### src/rtl/rcg_pkg.sv
// constants for the reference clock generator control block
// assumes a 32-bit Avalon-MM register slave and one system clock
package rcg_pkg;

  // ----------------------------------------------------------------
  // register map
  // ----------------------------------------------------------------
  localparam logic [3:0]  REG_CTRL_OFS  = 4'h0;

  // ----------------------------------------------------------------
  // control register fields
  // ----------------------------------------------------------------
  localparam int          DIV_LSB       = 16;
  localparam int          DIV_MSB       = 30;
  localparam int          DIV_W         = 15;
  localparam int          ON_BIT        = 15;
  localparam int          STOP_IN_IDLE_BIT      = 13;
  localparam int          OE_BIT        = 12;
  localparam int          RUN_IN_SLEEP_BIT      = 11;
  localparam int          DIVSW_BIT     = 9;
  localparam int          ACTIVE_BIT    = 8;
  localparam int          SEL_LSB       = 0;
  localparam int          SEL_W         = 4;
  localparam logic [3:0]  SEL_NO_RUN_IN_SLEEP_0 = 4'h0;
  localparam logic [3:0]  SEL_NO_RUN_IN_SLEEP_1 = 4'h1;

  // ----------------------------------------------------------------
  // reset values
  // ----------------------------------------------------------------
  localparam logic [14:0] DIV_RST       = 15'h0000;
  localparam logic [3:0]  SEL_RST       = 4'h0;
  localparam logic [31:0] RDATA_RST     = 32'h0000_0000;

endpackage : rcg_pkg

### src/rtl/rcg_divider.sv
// divider: toggles its level every div ticks of the selected source
// assumes tick is a one-cycle enable; load is a one-cycle pulse
`timescale 1ns/1ps
`default_nettype none
module rcg_divider #(
  parameter int DW = 15
) (
  input  wire logic          clk_sys,   // system clock
  input  wire logic          rst_n,     // async reset, low
  input  wire logic          run,       // generator running
  input  wire logic          tick,      // source enable
  input  wire logic [DW-1:0] div_in,    // new divider value
  input  wire logic          load,      // request divider switch
  output logic               lvl,       // divided clock level
  output logic               done       // switch completed pulse
);

  typedef struct packed {
    logic [DW-1:0] cnt;
    logic [DW-1:0] div;
    logic          lvl;
    logic          pend;
    logic          done;
  } rcg_div_st_t;

  rcg_div_st_t s_q;
  rcg_div_st_t s_d;

  // ----------------------------------------------------------------
  // counting
  // ----------------------------------------------------------------
  always_comb begin
    s_d      = s_q;
    s_d.done = 1'b0;
    if (load) begin
      s_d.pend = 1'b1;
    end
    if (!run) begin
      s_d.cnt = '0;
      s_d.lvl = 1'b0;
      if (s_d.pend) begin
        s_d.div  = div_in;
        s_d.pend = 1'b0;
        s_d.done = 1'b1;
      end
    end else if (tick) begin
      if ({1'b0, s_q.cnt} + (DW+1)'(1) >= {1'b0, s_q.div}) begin
        s_d.cnt = '0;
        s_d.lvl = ~s_q.lvl;
        // while running, new ratio only at a half-period edge, so no runt pulse
        if (s_d.pend) begin
          s_d.div  = div_in;
          s_d.pend = 1'b0;
          s_d.done = 1'b1;
        end
      end else begin
        s_d.cnt = s_q.cnt + DW'(1);
      end
    end
  end

  always_ff @(posedge clk_sys or negedge rst_n) begin
    if (!rst_n) begin
      s_q <= '0;
    end else begin
      s_q <= s_d;
    end
  end

  assign lvl  = s_q.lvl;
  assign done = s_q.done;

endmodule : rcg_divider
`default_nettype wire

### src/rtl/rcg_src_sel.sv
// source selector: picks one of the source tick enables
// assumes each source is a one-cycle enable pulse on clk_sys
`timescale 1ns/1ps
`default_nettype none
module rcg_src_sel #(
  parameter int N_SRC = 16
) (
  input  wire logic             clk_sys,   // system clock
  input  wire logic             rst_n,     // async reset, low
  input  wire logic [N_SRC-1:0] src_tick,  // source enables
  input  wire logic [3:0]       sel,       // source index
  output logic                  tick       // selected enable
);

  typedef struct packed {
    logic tick;
  } rcg_sel_st_t;

  rcg_sel_st_t s_q;
  rcg_sel_st_t s_d;

  // ----------------------------------------------------------------
  // selection
  // ----------------------------------------------------------------
  always_comb begin
    s_d = s_q;
    // absent sources read as never ticking
    s_d.tick = (32'(sel) < N_SRC) ? src_tick[sel] : 1'b0;
  end

  always_ff @(posedge clk_sys or negedge rst_n) begin
    if (!rst_n) begin
      s_q <= '0;
    end else begin
      s_q <= s_d;
    end
  end

  assign tick = s_q.tick;

endmodule : rcg_src_sel
`default_nettype wire

### src/rtl/rcg_top.sv
// reference clock generator control: register slave, run gating, pin
// assumes Avalon-MM master on clk_sys, idle/sleep levels from the core
//
// Decided for this implementation: the Avalon-MM interface to the registers and the register addresses.
`timescale 1ns/1ps
`default_nettype none
module rcg_top #(
  parameter int N_SRC = 16,
  parameter int AW    = 4
) (
  input  wire logic             clk_sys,            // system clock, 200 MHz
  input  wire logic             rst_n,              // async reset, low
  input  wire logic [AW-1:0]    avs_address,        // word address
  input  wire logic             avs_read,           // read request
  input  wire logic             avs_write,          // write request
  input  wire logic [31:0]      avs_writedata,      // write data
  input  wire logic [3:0]       avs_byteenable,     // byte lanes
  output logic [31:0]           avs_readdata,       // read data
  output logic                  avs_waitrequest,    // stall
  input  wire logic [N_SRC-1:0] src_tick,           // source clock enables
  input  wire logic             cpu_idle,           // device in Idle
  input  wire logic             cpu_sleep,          // device in Sleep
  output logic                  ref_clock_out_pin,  // reference clock pin
  output logic                  ref_clock_out_oe_n  // pin drive, low = driving
);

  typedef struct packed {
    logic [14:0] div;
    logic        on;
    logic        stop_in_idle;
    logic        oe;
    logic        run_in_sleep;
    logic        divsw;
    logic        active;
    logic [3:0]  sel;
    logic        load;
    logic        waitreq;
    logic [31:0] rdata;
    logic        pin;
    logic        pin_oe_n;
  } rcg_top_st_t;

  rcg_top_st_t s_q;
  rcg_top_st_t s_d;

  logic        sel_tick;
  logic        div_lvl;
  logic        div_done;
  logic        run;
  logic        run_in_sleep_eff;
  logic        req;
  logic        hit;
  logic [31:0] img;
  logic [31:0] bmask;
  logic [31:0] nw;

  // ----------------------------------------------------------------
  // source and divider
  // ----------------------------------------------------------------
  // source select
  rcg_src_sel #(
    .N_SRC (N_SRC)
  ) u_sel (
    .clk_sys  (clk_sys),
    .rst_n    (rst_n),
    .src_tick (src_tick),
    .sel      (s_q.sel),
    .tick     (sel_tick)
  );

  rcg_divider #(
    .DW (rcg_pkg::DIV_W)
  ) u_div (
    .clk_sys (clk_sys),
    .rst_n   (rst_n),
    .run     (run),
    .tick    (sel_tick),
    .div_in  (s_q.div),
    .load    (s_q.load),
    .lvl     (div_lvl),
    .done    (div_done)
  );

  // ----------------------------------------------------------------
  // run gating
  // ----------------------------------------------------------------
  always_comb begin
    run_in_sleep_eff = s_q.run_in_sleep && (s_q.sel != rcg_pkg::SEL_NO_RUN_IN_SLEEP_0)
                        && (s_q.sel != rcg_pkg::SEL_NO_RUN_IN_SLEEP_1);
    run = s_q.on && !(cpu_idle && s_q.stop_in_idle) && !(cpu_sleep && !run_in_sleep_eff);
  end

  // ----------------------------------------------------------------
  // register image and write merge
  // ----------------------------------------------------------------
  always_comb begin
    img = '0;
    img[rcg_pkg::DIV_MSB:rcg_pkg::DIV_LSB]                 = s_q.div;
    img[rcg_pkg::ON_BIT]                                   = s_q.on;
    img[rcg_pkg::STOP_IN_IDLE_BIT]                                 = s_q.stop_in_idle;
    img[rcg_pkg::OE_BIT]                                   = s_q.oe;
    img[rcg_pkg::RUN_IN_SLEEP_BIT]                                 = s_q.run_in_sleep;
    img[rcg_pkg::DIVSW_BIT]                                = s_q.divsw;
    img[rcg_pkg::ACTIVE_BIT]                               = s_q.active;
    img[rcg_pkg::SEL_LSB+rcg_pkg::SEL_W-1:rcg_pkg::SEL_LSB] = s_q.sel;
    bmask = {{8{avs_byteenable[3]}}, {8{avs_byteenable[2]}},
             {8{avs_byteenable[1]}}, {8{avs_byteenable[0]}}};
    nw    = (img & ~bmask) | (avs_writedata & bmask);
    req   = avs_read || avs_write;
    hit   = (avs_address == AW'(rcg_pkg::REG_CTRL_OFS));
  end

  // ----------------------------------------------------------------
  // next state
  // ----------------------------------------------------------------
  always_comb begin
    s_d      = s_q;
    s_d.load = 1'b0;
    if (div_done) begin
      s_d.divsw = 1'b0;
    end
    if (req && s_q.waitreq) begin
      // first cycle: prepare the answer, release the stall
      s_d.waitreq = 1'b0;
      s_d.rdata   = (avs_read && hit) ? img : rcg_pkg::RDATA_RST;
    end else begin
      s_d.waitreq = 1'b1;
      if (req && avs_write && hit) begin
        s_d.on   = nw[rcg_pkg::ON_BIT];
        s_d.stop_in_idle = nw[rcg_pkg::STOP_IN_IDLE_BIT];
        s_d.oe   = nw[rcg_pkg::OE_BIT];
        s_d.run_in_sleep = nw[rcg_pkg::RUN_IN_SLEEP_BIT];
        s_d.sel  = nw[rcg_pkg::SEL_LSB+rcg_pkg::SEL_W-1:rcg_pkg::SEL_LSB];
        s_d.div  = nw[rcg_pkg::DIV_MSB:rcg_pkg::DIV_LSB];
        if (nw[rcg_pkg::DIVSW_BIT]) begin
          // software sets, hardware clears; a set beats a done
          s_d.divsw = 1'b1;
          s_d.load  = 1'b1;
        end else if (!s_q.on && (s_d.div != s_q.div)) begin
          s_d.load = 1'b1;
        end
      end
    end
    s_d.active   = run;
    // pin output enable; pin_oe_n high (not driving) and pin low when off
    s_d.pin      = s_q.on && s_q.oe && div_lvl;
    s_d.pin_oe_n = !(s_q.on && s_q.oe);
  end

  // ----------------------------------------------------------------
  // state register
  // ----------------------------------------------------------------
  always_ff @(posedge clk_sys or negedge rst_n) begin
    if (!rst_n) begin
      s_q          <= '0;
      s_q.div      <= rcg_pkg::DIV_RST;
      s_q.sel      <= rcg_pkg::SEL_RST;
      s_q.rdata    <= rcg_pkg::RDATA_RST;
      s_q.waitreq  <= 1'b1;
      s_q.pin_oe_n <= 1'b1;
    end else begin
      s_q <= s_d;
    end
  end

  assign avs_readdata       = s_q.rdata;
  assign avs_waitrequest    = s_q.waitreq;
  assign ref_clock_out_pin  = s_q.pin;
  assign ref_clock_out_oe_n = s_q.pin_oe_n;

endmodule : rcg_top
`default_nettype wire

### config.mk
export PLATFORM = sky130hd
export DESIGN_NAME = rcg_top
export DESIGN_NICKNAME = d
export VERILOG_FILES = /design/src/rtl/rcg_pkg.sv /design/src/rtl/rcg_divider.sv /design/src/rtl/rcg_src_sel.sv /design/src/rtl/rcg_top.sv
export SDC_FILE = /design/constraint.sdc
export NUM_CORES = 1
export LEC_CHECK = 0
export BUFFER_PORTS_ARGS = -buffer_cell sky130_fd_sc_hd__buf_2
export CAP_MARGIN = 5
export CORE_MARGIN = 2
export CORE_UTILIZATION = 56
export DETAILED_ROUTE_END_ITERATION = 8
export MAX_ROUTING_LAYER = met4
export PLACE_DENSITY = 0.84
export SYNTH_ARGS = -nofsm -noshare
export SYNTH_HDL_FRONTEND = slang
export SYNTH_SLANG_ARGS = --single-unit
### constraint.sdc
create_clock -name clk_sys -period 4.1 [get_ports clk_sys]
set_input_delay 0.41 -clock clk_sys [delete_from_list [all_inputs] [get_ports clk_sys]]
set_output_delay 0.41 -clock clk_sys [all_outputs]
set_load 0.02 [all_outputs]
==> impl_metrics.tcl, run 1 <==
set metrics [dict create \
    status "finished clean" \
    grt_max_degree 89 \
    fin_skew_ns 0.0141 \
    worstPathMaxFanout 23 \
    synth-warning-count 0 \
    die-area_um2 9860 \
    async_flop_share_pct 100 \
    io_buffers 81 \
    p_seq_share_pct 50.1 \
    via_per_inst 6.44 \
    finish.utilization_pct 64.5 \
    finalCritPeriodShare_pct 92.7 \
    die_w_um 99.3 \
    synth_area_per_cell_um2 10.3 \
    finalMaxSlewViolations 0 \
    tns_ns 0 \
    maxCapViolations 0 \
    drt_wl_total_mm 12.2 \
    dp.cells 647 \
    cts.path.max_buffers 2 \
    synth_ff_type "dfrtp_1" \
    drt-initial-drc-count 271 \
    vias 4268 \
    grt_overflow_total 0 \
    grt_pass1_wl_mm 20.5 \
    placementRows 34 \
    hold_viol_final 0 \
    drive_above_1_share_pct 25.4 \
    ys_types 58 \
    wl_per_cell_um 18.3 \
    fin_crit_ns 3.80 \
    synth_cells 492 \
    synth_seq_area_share_pct 43.4 \
    antenna_found_initial 0 \
    crit_type "reg2reg" \
    detail_route.first_pass.iterations 7 \
    fmax_mhz 263 \
    numCtsBuffers 9 \
    cts_sinks 88 \
    cts_tree "done" \
    holdBufCountCts 0 \
    worstPathArrival_ns 4.05 \
    final_net_count 628 \
    synth_edf_count 0 \
    p_switching_uw 692 \
    die_y_um 99.3 \
    path_clk_slew_ns 0.10 \
    cts_setup_buffers 0 \
    layout.cells.non_filler 663 \
    finalSetupViolCount 0 \
    power_density_nw_per_um2 365 \
    worstSkewPairLatency_ns 0.37 \
    postCtsResizedCells 0 \
    ios 97 \
    grtUsageTotal_pct 26.1 \
    tightest_slew_ns 1.21 \
    cts_max_level 3 \
    cts_root_buf "clkbuf_8" \
    grt_pass1_vias 4286 \
    worstSetupStartpointType "flop" \
    critPathRequiredTime_ns 4.35 \
    rsz0062_at_grt "false" \
    drc 0 \
    peakVddDrop_mv 0.227 \
    start_util_pct 58.0 \
    areaGrowthSynthToFinish_pct 11.2 \
    combPwrFrac_pct 21.6 \
    hold_class "in2async" \
    fillers 694 \
    gp_congestion 0.893 \
    slew_headroom_pct 19.3 \
    drtAntennaViolNets 0 \
    swShare_pct 33.5 \
    endpoint_kind "flop" \
    whs_ns 0.230 \
    diodes 0 \
    coreArea_um2 8760 \
    synth-seq-cells 88 \
    p_clk_share_pct 28.3 \
    synthesis.area_um2 5080 \
    total_leakage_power_nw 2.70 \
    dp_hpwl_mm 8.12 \
    internal-power_mw 1.37 \
]
## registers in the layout (all words and copies together), names as in the netlist, named ones only
signal	count
u_div.lvl	1
ref_clock_out_pin	1
avs_waitrequest	1
s_q	1
avs_readdata	25
u_div.done	1
img	17
u_sel.tick	1
ref_clock_out_oe_n	1
u_div.s_q	31
## Yosys cell counts (6+ instances only)
master	instances	area (um2)
a31o_1	14	123
buf_4	10	75.1
inv_1	18	67.6
ha_1	16	200
mux2_2	21	236
and3_1	7	43.8
nor2_1	6	22.5
nand4_1	20	125
nand3_1	53	265
clkbuf_1	27	101
xnor2_1	22	193
a21oi_1	12	60.1
dfrtp_1	86	2150
nor4_1	10	62.6
nand2_1	35	131
a22o_1	25	219
o311a_1	14	140
o211ai_1	9	67.6
o311ai_1	14	123
## layout make-up
cell class	instances	area [um2]	share of cell area [%]
sequential	88	2200	39.0
tap	108	135	2.39
inverter	19	71.3	1.26
timing repair buffer	87	453	8.01
clock inverter	7	62.6	1.11
clock buffer	9	124	2.19
multi-input combinational	345	2610	46.1
## per-layer routing
layer / up-vias / share of wire [%] / track usage [%]
met5: - / 0 / -
li1: 1980 / - / -
met3: 24 / 5.7 / 4.29
met4: 0 / 2.2 / 9.59
met2: 147 / 48 / 42.0
met1: 2117 / 44 / 33.6
## final timing paths
| kind | end | startpoint | slack (ns) | depth (start not counted) |
|---|---|---|---|---|
| min | avs_readdata[12] | rst_n | 0.23 | 1 |
| min in group clk_sys | flop | avs_writedata[12] | 0.26 | 2 |
| max | u_div.s_q[10] | u_div.s_q[18] | 0.30 | 10 |
| max in group asynchronous | avs_readdata[0] | rst_n | 3.17 | 1 |
| min reg2reg | ref_clock_out_oe_n | flop | 0.46 | 1 |
| max reg2reg | u_div.s_q[10] | u_div.s_q[18] | 0.30 | 10 |
## cell usage in the layout, fill, tap and decap left out, types with 3 or more instances in the layout
master,count
a31o_1,14
nor4_1,10
nor2_1,6
o21a_1,3
o21ai_0,5
mux2_2,21
nand3_1,53
nand4_1,20
and3_1,7
and2_1,3
o311ai_1,14
a22o_1,25
xor2_1,4
a21oi_1,12
o311a_1,14
conb_1,7
inv_8,3
dfrtp_1,86
buf_2,80
xnor2_1,22
ha_1,16
nand2_1,35
mux4_2,5
buf_4,7
clkbuf_8,9
o211ai_1,9
inv_1,18
and4_1,4
## cell families after synthesis
family                     after synthesis  share of synthesized area [%]
AOI/OAI and AO/OA                      113                           18.4
adders and majority gates               16                           3.94
buffers and inverters                   65                           5.95
muxes                                   30                           7.70
DFF                                     88                           43.4
xor gates and xnor gates                26                           4.48
and+or+nand+nor                        153                           16.1
other                                    1                         0.0737
## power by group through the flow
| stage | sequential [mW] | clock, mW | combinational, mW |
|---|---|---|---|
| after floorplan | 1.03 | 0 | 0.328 |
| after global placement | 1.04 | 0 | 0.419 |
| after detailed placement | 1.05 | 0 | 0.438 |
| after CTS | 1.03 | 0.591 | 0.443 |
| after global routing | 1.05 | 0.622 | 0.499 |
| final | 1.03 | 0.584 | 0.446 |
## critical path, stage by stage, from the launching register on
cell,delay (ns)
dfrtp_1,0.44
ha_1,0.28
and4_1,0.38
nand4_1,0.22
xnor2_1,0.20
ha_1,0.19
a21o_1,0.15
a21oi_1,0.23
o31a_1,0.55
nand3_2,0.57
o311ai_1,0.47
## stage by stage
stage               power (mW)  worst slack [ns]  area, um2
floorplan                 1.36             0.897       5110
global placement          1.46             0.495       5470
detailed placement        1.49             0.412       5470
CTS                       2.07             0.379       5660
global route              2.17             0.136       5660
finish                    2.06             0.300       5660
Power figures use the tool's default switching activity.
==> inputs of run 2 (changes only) <==
--- a/config.mk
+++ b/config.mk
@@ -6,12 +6,11 @@
 export NUM_CORES = 1
 export LEC_CHECK = 0
 export BUFFER_PORTS_ARGS = -buffer_cell sky130_fd_sc_hd__buf_2
-export CAP_MARGIN = 5
-export CORE_MARGIN = 2
-export CORE_UTILIZATION = 56
+export CAP_MARGIN = 20
+export CORE_UTILIZATION = 51
 export DETAILED_ROUTE_END_ITERATION = 8
 export MAX_ROUTING_LAYER = met4
-export PLACE_DENSITY = 0.84
+export PLACE_DENSITY = 0.8
 export SYNTH_ARGS = -nofsm -noshare
 export SYNTH_HDL_FRONTEND = slang
 export SYNTH_SLANG_ARGS = --single-unit
==> constraint.sdc (replaced) <==
create_clock -name clk_sys -period 3.3 [get_ports clk_sys]
set_input_delay 0.33 -clock clk_sys [delete_from_list [all_inputs] [get_ports clk_sys]]
set_output_delay 0.33 -clock clk_sys [all_outputs]
set_load 0.02 [all_outputs]
==> run 2 against run 1 <==
  * Total power grew 27%
  * Design area grew 4.7%
  * Cell count grew 7.1%
  * Register-to-register slack lost 0.19 ns
  * First-iteration DRC count grew 40%
  * Count of clock-buffer cells in the layout grew 1
  * Sequential share of layout area shrank 1.7 points
  * Setup slack lost 0.19 ns
  * Critical path type unchanged
  * Largest power group unchanged
==> impl_metrics.tcl, run 2 (synthesized netlist as in run 1, its figures left out) <==
set metrics [dict create \
    status "finished clean" \
    multi_input_area_um2 2610 \
    worstPathArrival_ns 3.47 \
    slowest_delay_ns 0.51 \
    final-seq-area_um2 2210 \
    ios 97 \
    numCtsBuffers 9 \
    gp_congestion 0.857 \
    finalMaxSlewViolations 0 \
    grt_max_degree 89 \
    cts_max_level 3 \
    peakVddDrop_mv 0.241 \
    dp_hpwl_mm 8.63 \
    via_per_inst 6.15 \
    io_buffers 81 \
    grt_pass1_vias 4069 \
    drtAntennaViolNets 0 \
    tns_ns 0 \
    finalCritPeriodShare_pct 96.8 \
    fin_skew_ns 0.0124 \
    slew_headroom_pct 27.9 \
    fmax_mhz 313 \
    detail_route.first_pass.iterations 5 \
    layout_common_cells "85 x dfrtp_1, 80 x buf_2, 53 x nand3_1" \
    cts_tree "done" \
    worstSkewPairLatency_ns 0.36 \
    detailedPlace.worstSlack_ns 0.0802 \
    die_y_um 102 \
    layout_commonest_cell "dfrtp_1" \
    diodes 0 \
    cts_sinks 88 \
    critPathRequiredTime_ns 3.57 \
    tightest_slew_ns 1.08 \
    finalSetupViolCount 0 \
    drc 0 \
    regMostFlops "u_div.s_q" \
    antenna_found_initial 0 \
    largest_reg_flops 31 \
    crit_type "reg2reg" \
    areaGrowthSynthToFinish_pct 16.5 \
    maxCapViolations 0 \
    grt_pass1_wl_mm 19.8 \
    start_util_pct 52.3 \
    cts_root_buf "clkbuf_8" \
    die-area_um2 10400 \
    placementRows 36 \
    wl_per_cell_um 17.5 \
    drt_wl_total_mm 12.4 \
    p_total_mw 2.62 \
    path_cells "ha_2, and4_4, a31oi_1, or2_2, ha_1, nand4_1, or4_4, o31a_1, buf_4, a31o_1, o311ai_1" \
    cts.path.max_buffers 2 \
    hold_viol_final 0 \
    hold_class "in2reg" \
    vias 4364 \
    coreArea_um2 9730 \
    drt-initial-drc-count 380 \
    path_clk_slew_ns 0.09 \
    grt_overflow_total 0 \
    finalWorstSetupSlack_ns 0.106 \
    worstSetupStartpointType "flop" \
    layout.cells.non_filler 710 \
    drive_above_1_share_pct 28.4 \
    total_leakage_power_nw 2.82 \
    power_density_nw_per_um2 442 \
    final_net_count 650 \
    fin_crit_ns 3.19 \
    grtUsageTotal_pct 25.4 \
    die_w_um 102 \
    finish.utilization_pct 60.9 \
    endpoint_kind "flop" \
    fillers 804 \
    critPathSlowestCell "or4_4" \
    worstPathMaxFanout 6 \
    dp.cells 683 \
]
run 2: cell types whose count changed in the layout (fill, tap and decap cells not counted), sizes merged:
cell and delta:
buf +21, inv -2, bufinv +1, clkbuf +1
dlygate4sd3 +1
run 2: worst max-delay path: cells and delay by family (launching register included):
| family | cells | cell delay [ns] |
|---|---|---|
| adders and majority gates | 2 | 0.49 |
| DFF | 1 | 0.42 |
| buffers and inverters | 1 | 0.20 |
| and+or+nand+nor | 4 | 1.19 |
| AOI/OAI and AO/OA | 4 | 0.82 |
run 2: final timing paths:
| path | from | end | slack (ns) | cells after the start |
|---|---|---|---|---|
| worst max-delay path | u_div.s_q[19] | u_div.s_q[6] | 0.11 | 11 |
| worst max register to register | u_div.s_q[19] | u_div.s_q[6] | 0.11 | 11 |
| max in group asynchronous | rst_n | avs_waitrequest | 2.23 | 3 |
| worst min-delay path | avs_writedata[0] | flop | 0.19 | 2 |
| worst min register to register | flop | ref_clock_out_oe_n | 0.47 | 1 |
| min in group asynchronous | rst_n | avs_readdata[1] | 0.39 | 2 |
run 2: where the power goes:
group | switching [mW] | internal, mW
clock | 0.411 | 0.355
sequential | 0.0983 | 1.18
combinational | 0.326 | 0.242
run 2: final cells by class:
| class | count | area share, % |
|---|---|---|
| Timing Repair Buffer | 109 | 11.4 |
| Clock inverter | 6 | 1.14 |
| Clock buffer | 10 | 2.16 |
| Multi-Input combinational cell | 345 | 44.1 |
| Inverter | 19 | 1.20 |
| Sequential cell | 88 | 37.2 |
| Tap cell | 133 | 2.81 |
run 2: layer usage:
metal	up-vias	global-route usage (%)	share of wire (%)	wire length [um]
li1	2034	-	-	-
met1	2143	31.4	42	5220
met2	163	42.7	50	6230
met3	24	4.31	6.1	758
met4	0	7.80	1.9	234
met5	-	-	0	0
run 2: timing repair:
item,in CTS,in global routing
hold buffers,0,1
resized for setup,0,7
endpoints found under the hold margin,0,22
buffers inserted,0,7
endpoints found under the setup margin,0,25
run 2: per-stage QoR:
step           area (um2)  hold slack (ns)
3_3_place_gp         5610            0.422
4_1_cts              5800            0.191
6_report             5920            0.192
5_1_grt              5920            0.191
3_5_place_dp         5610            0.430
2_1_floorplan        5110           0.0344
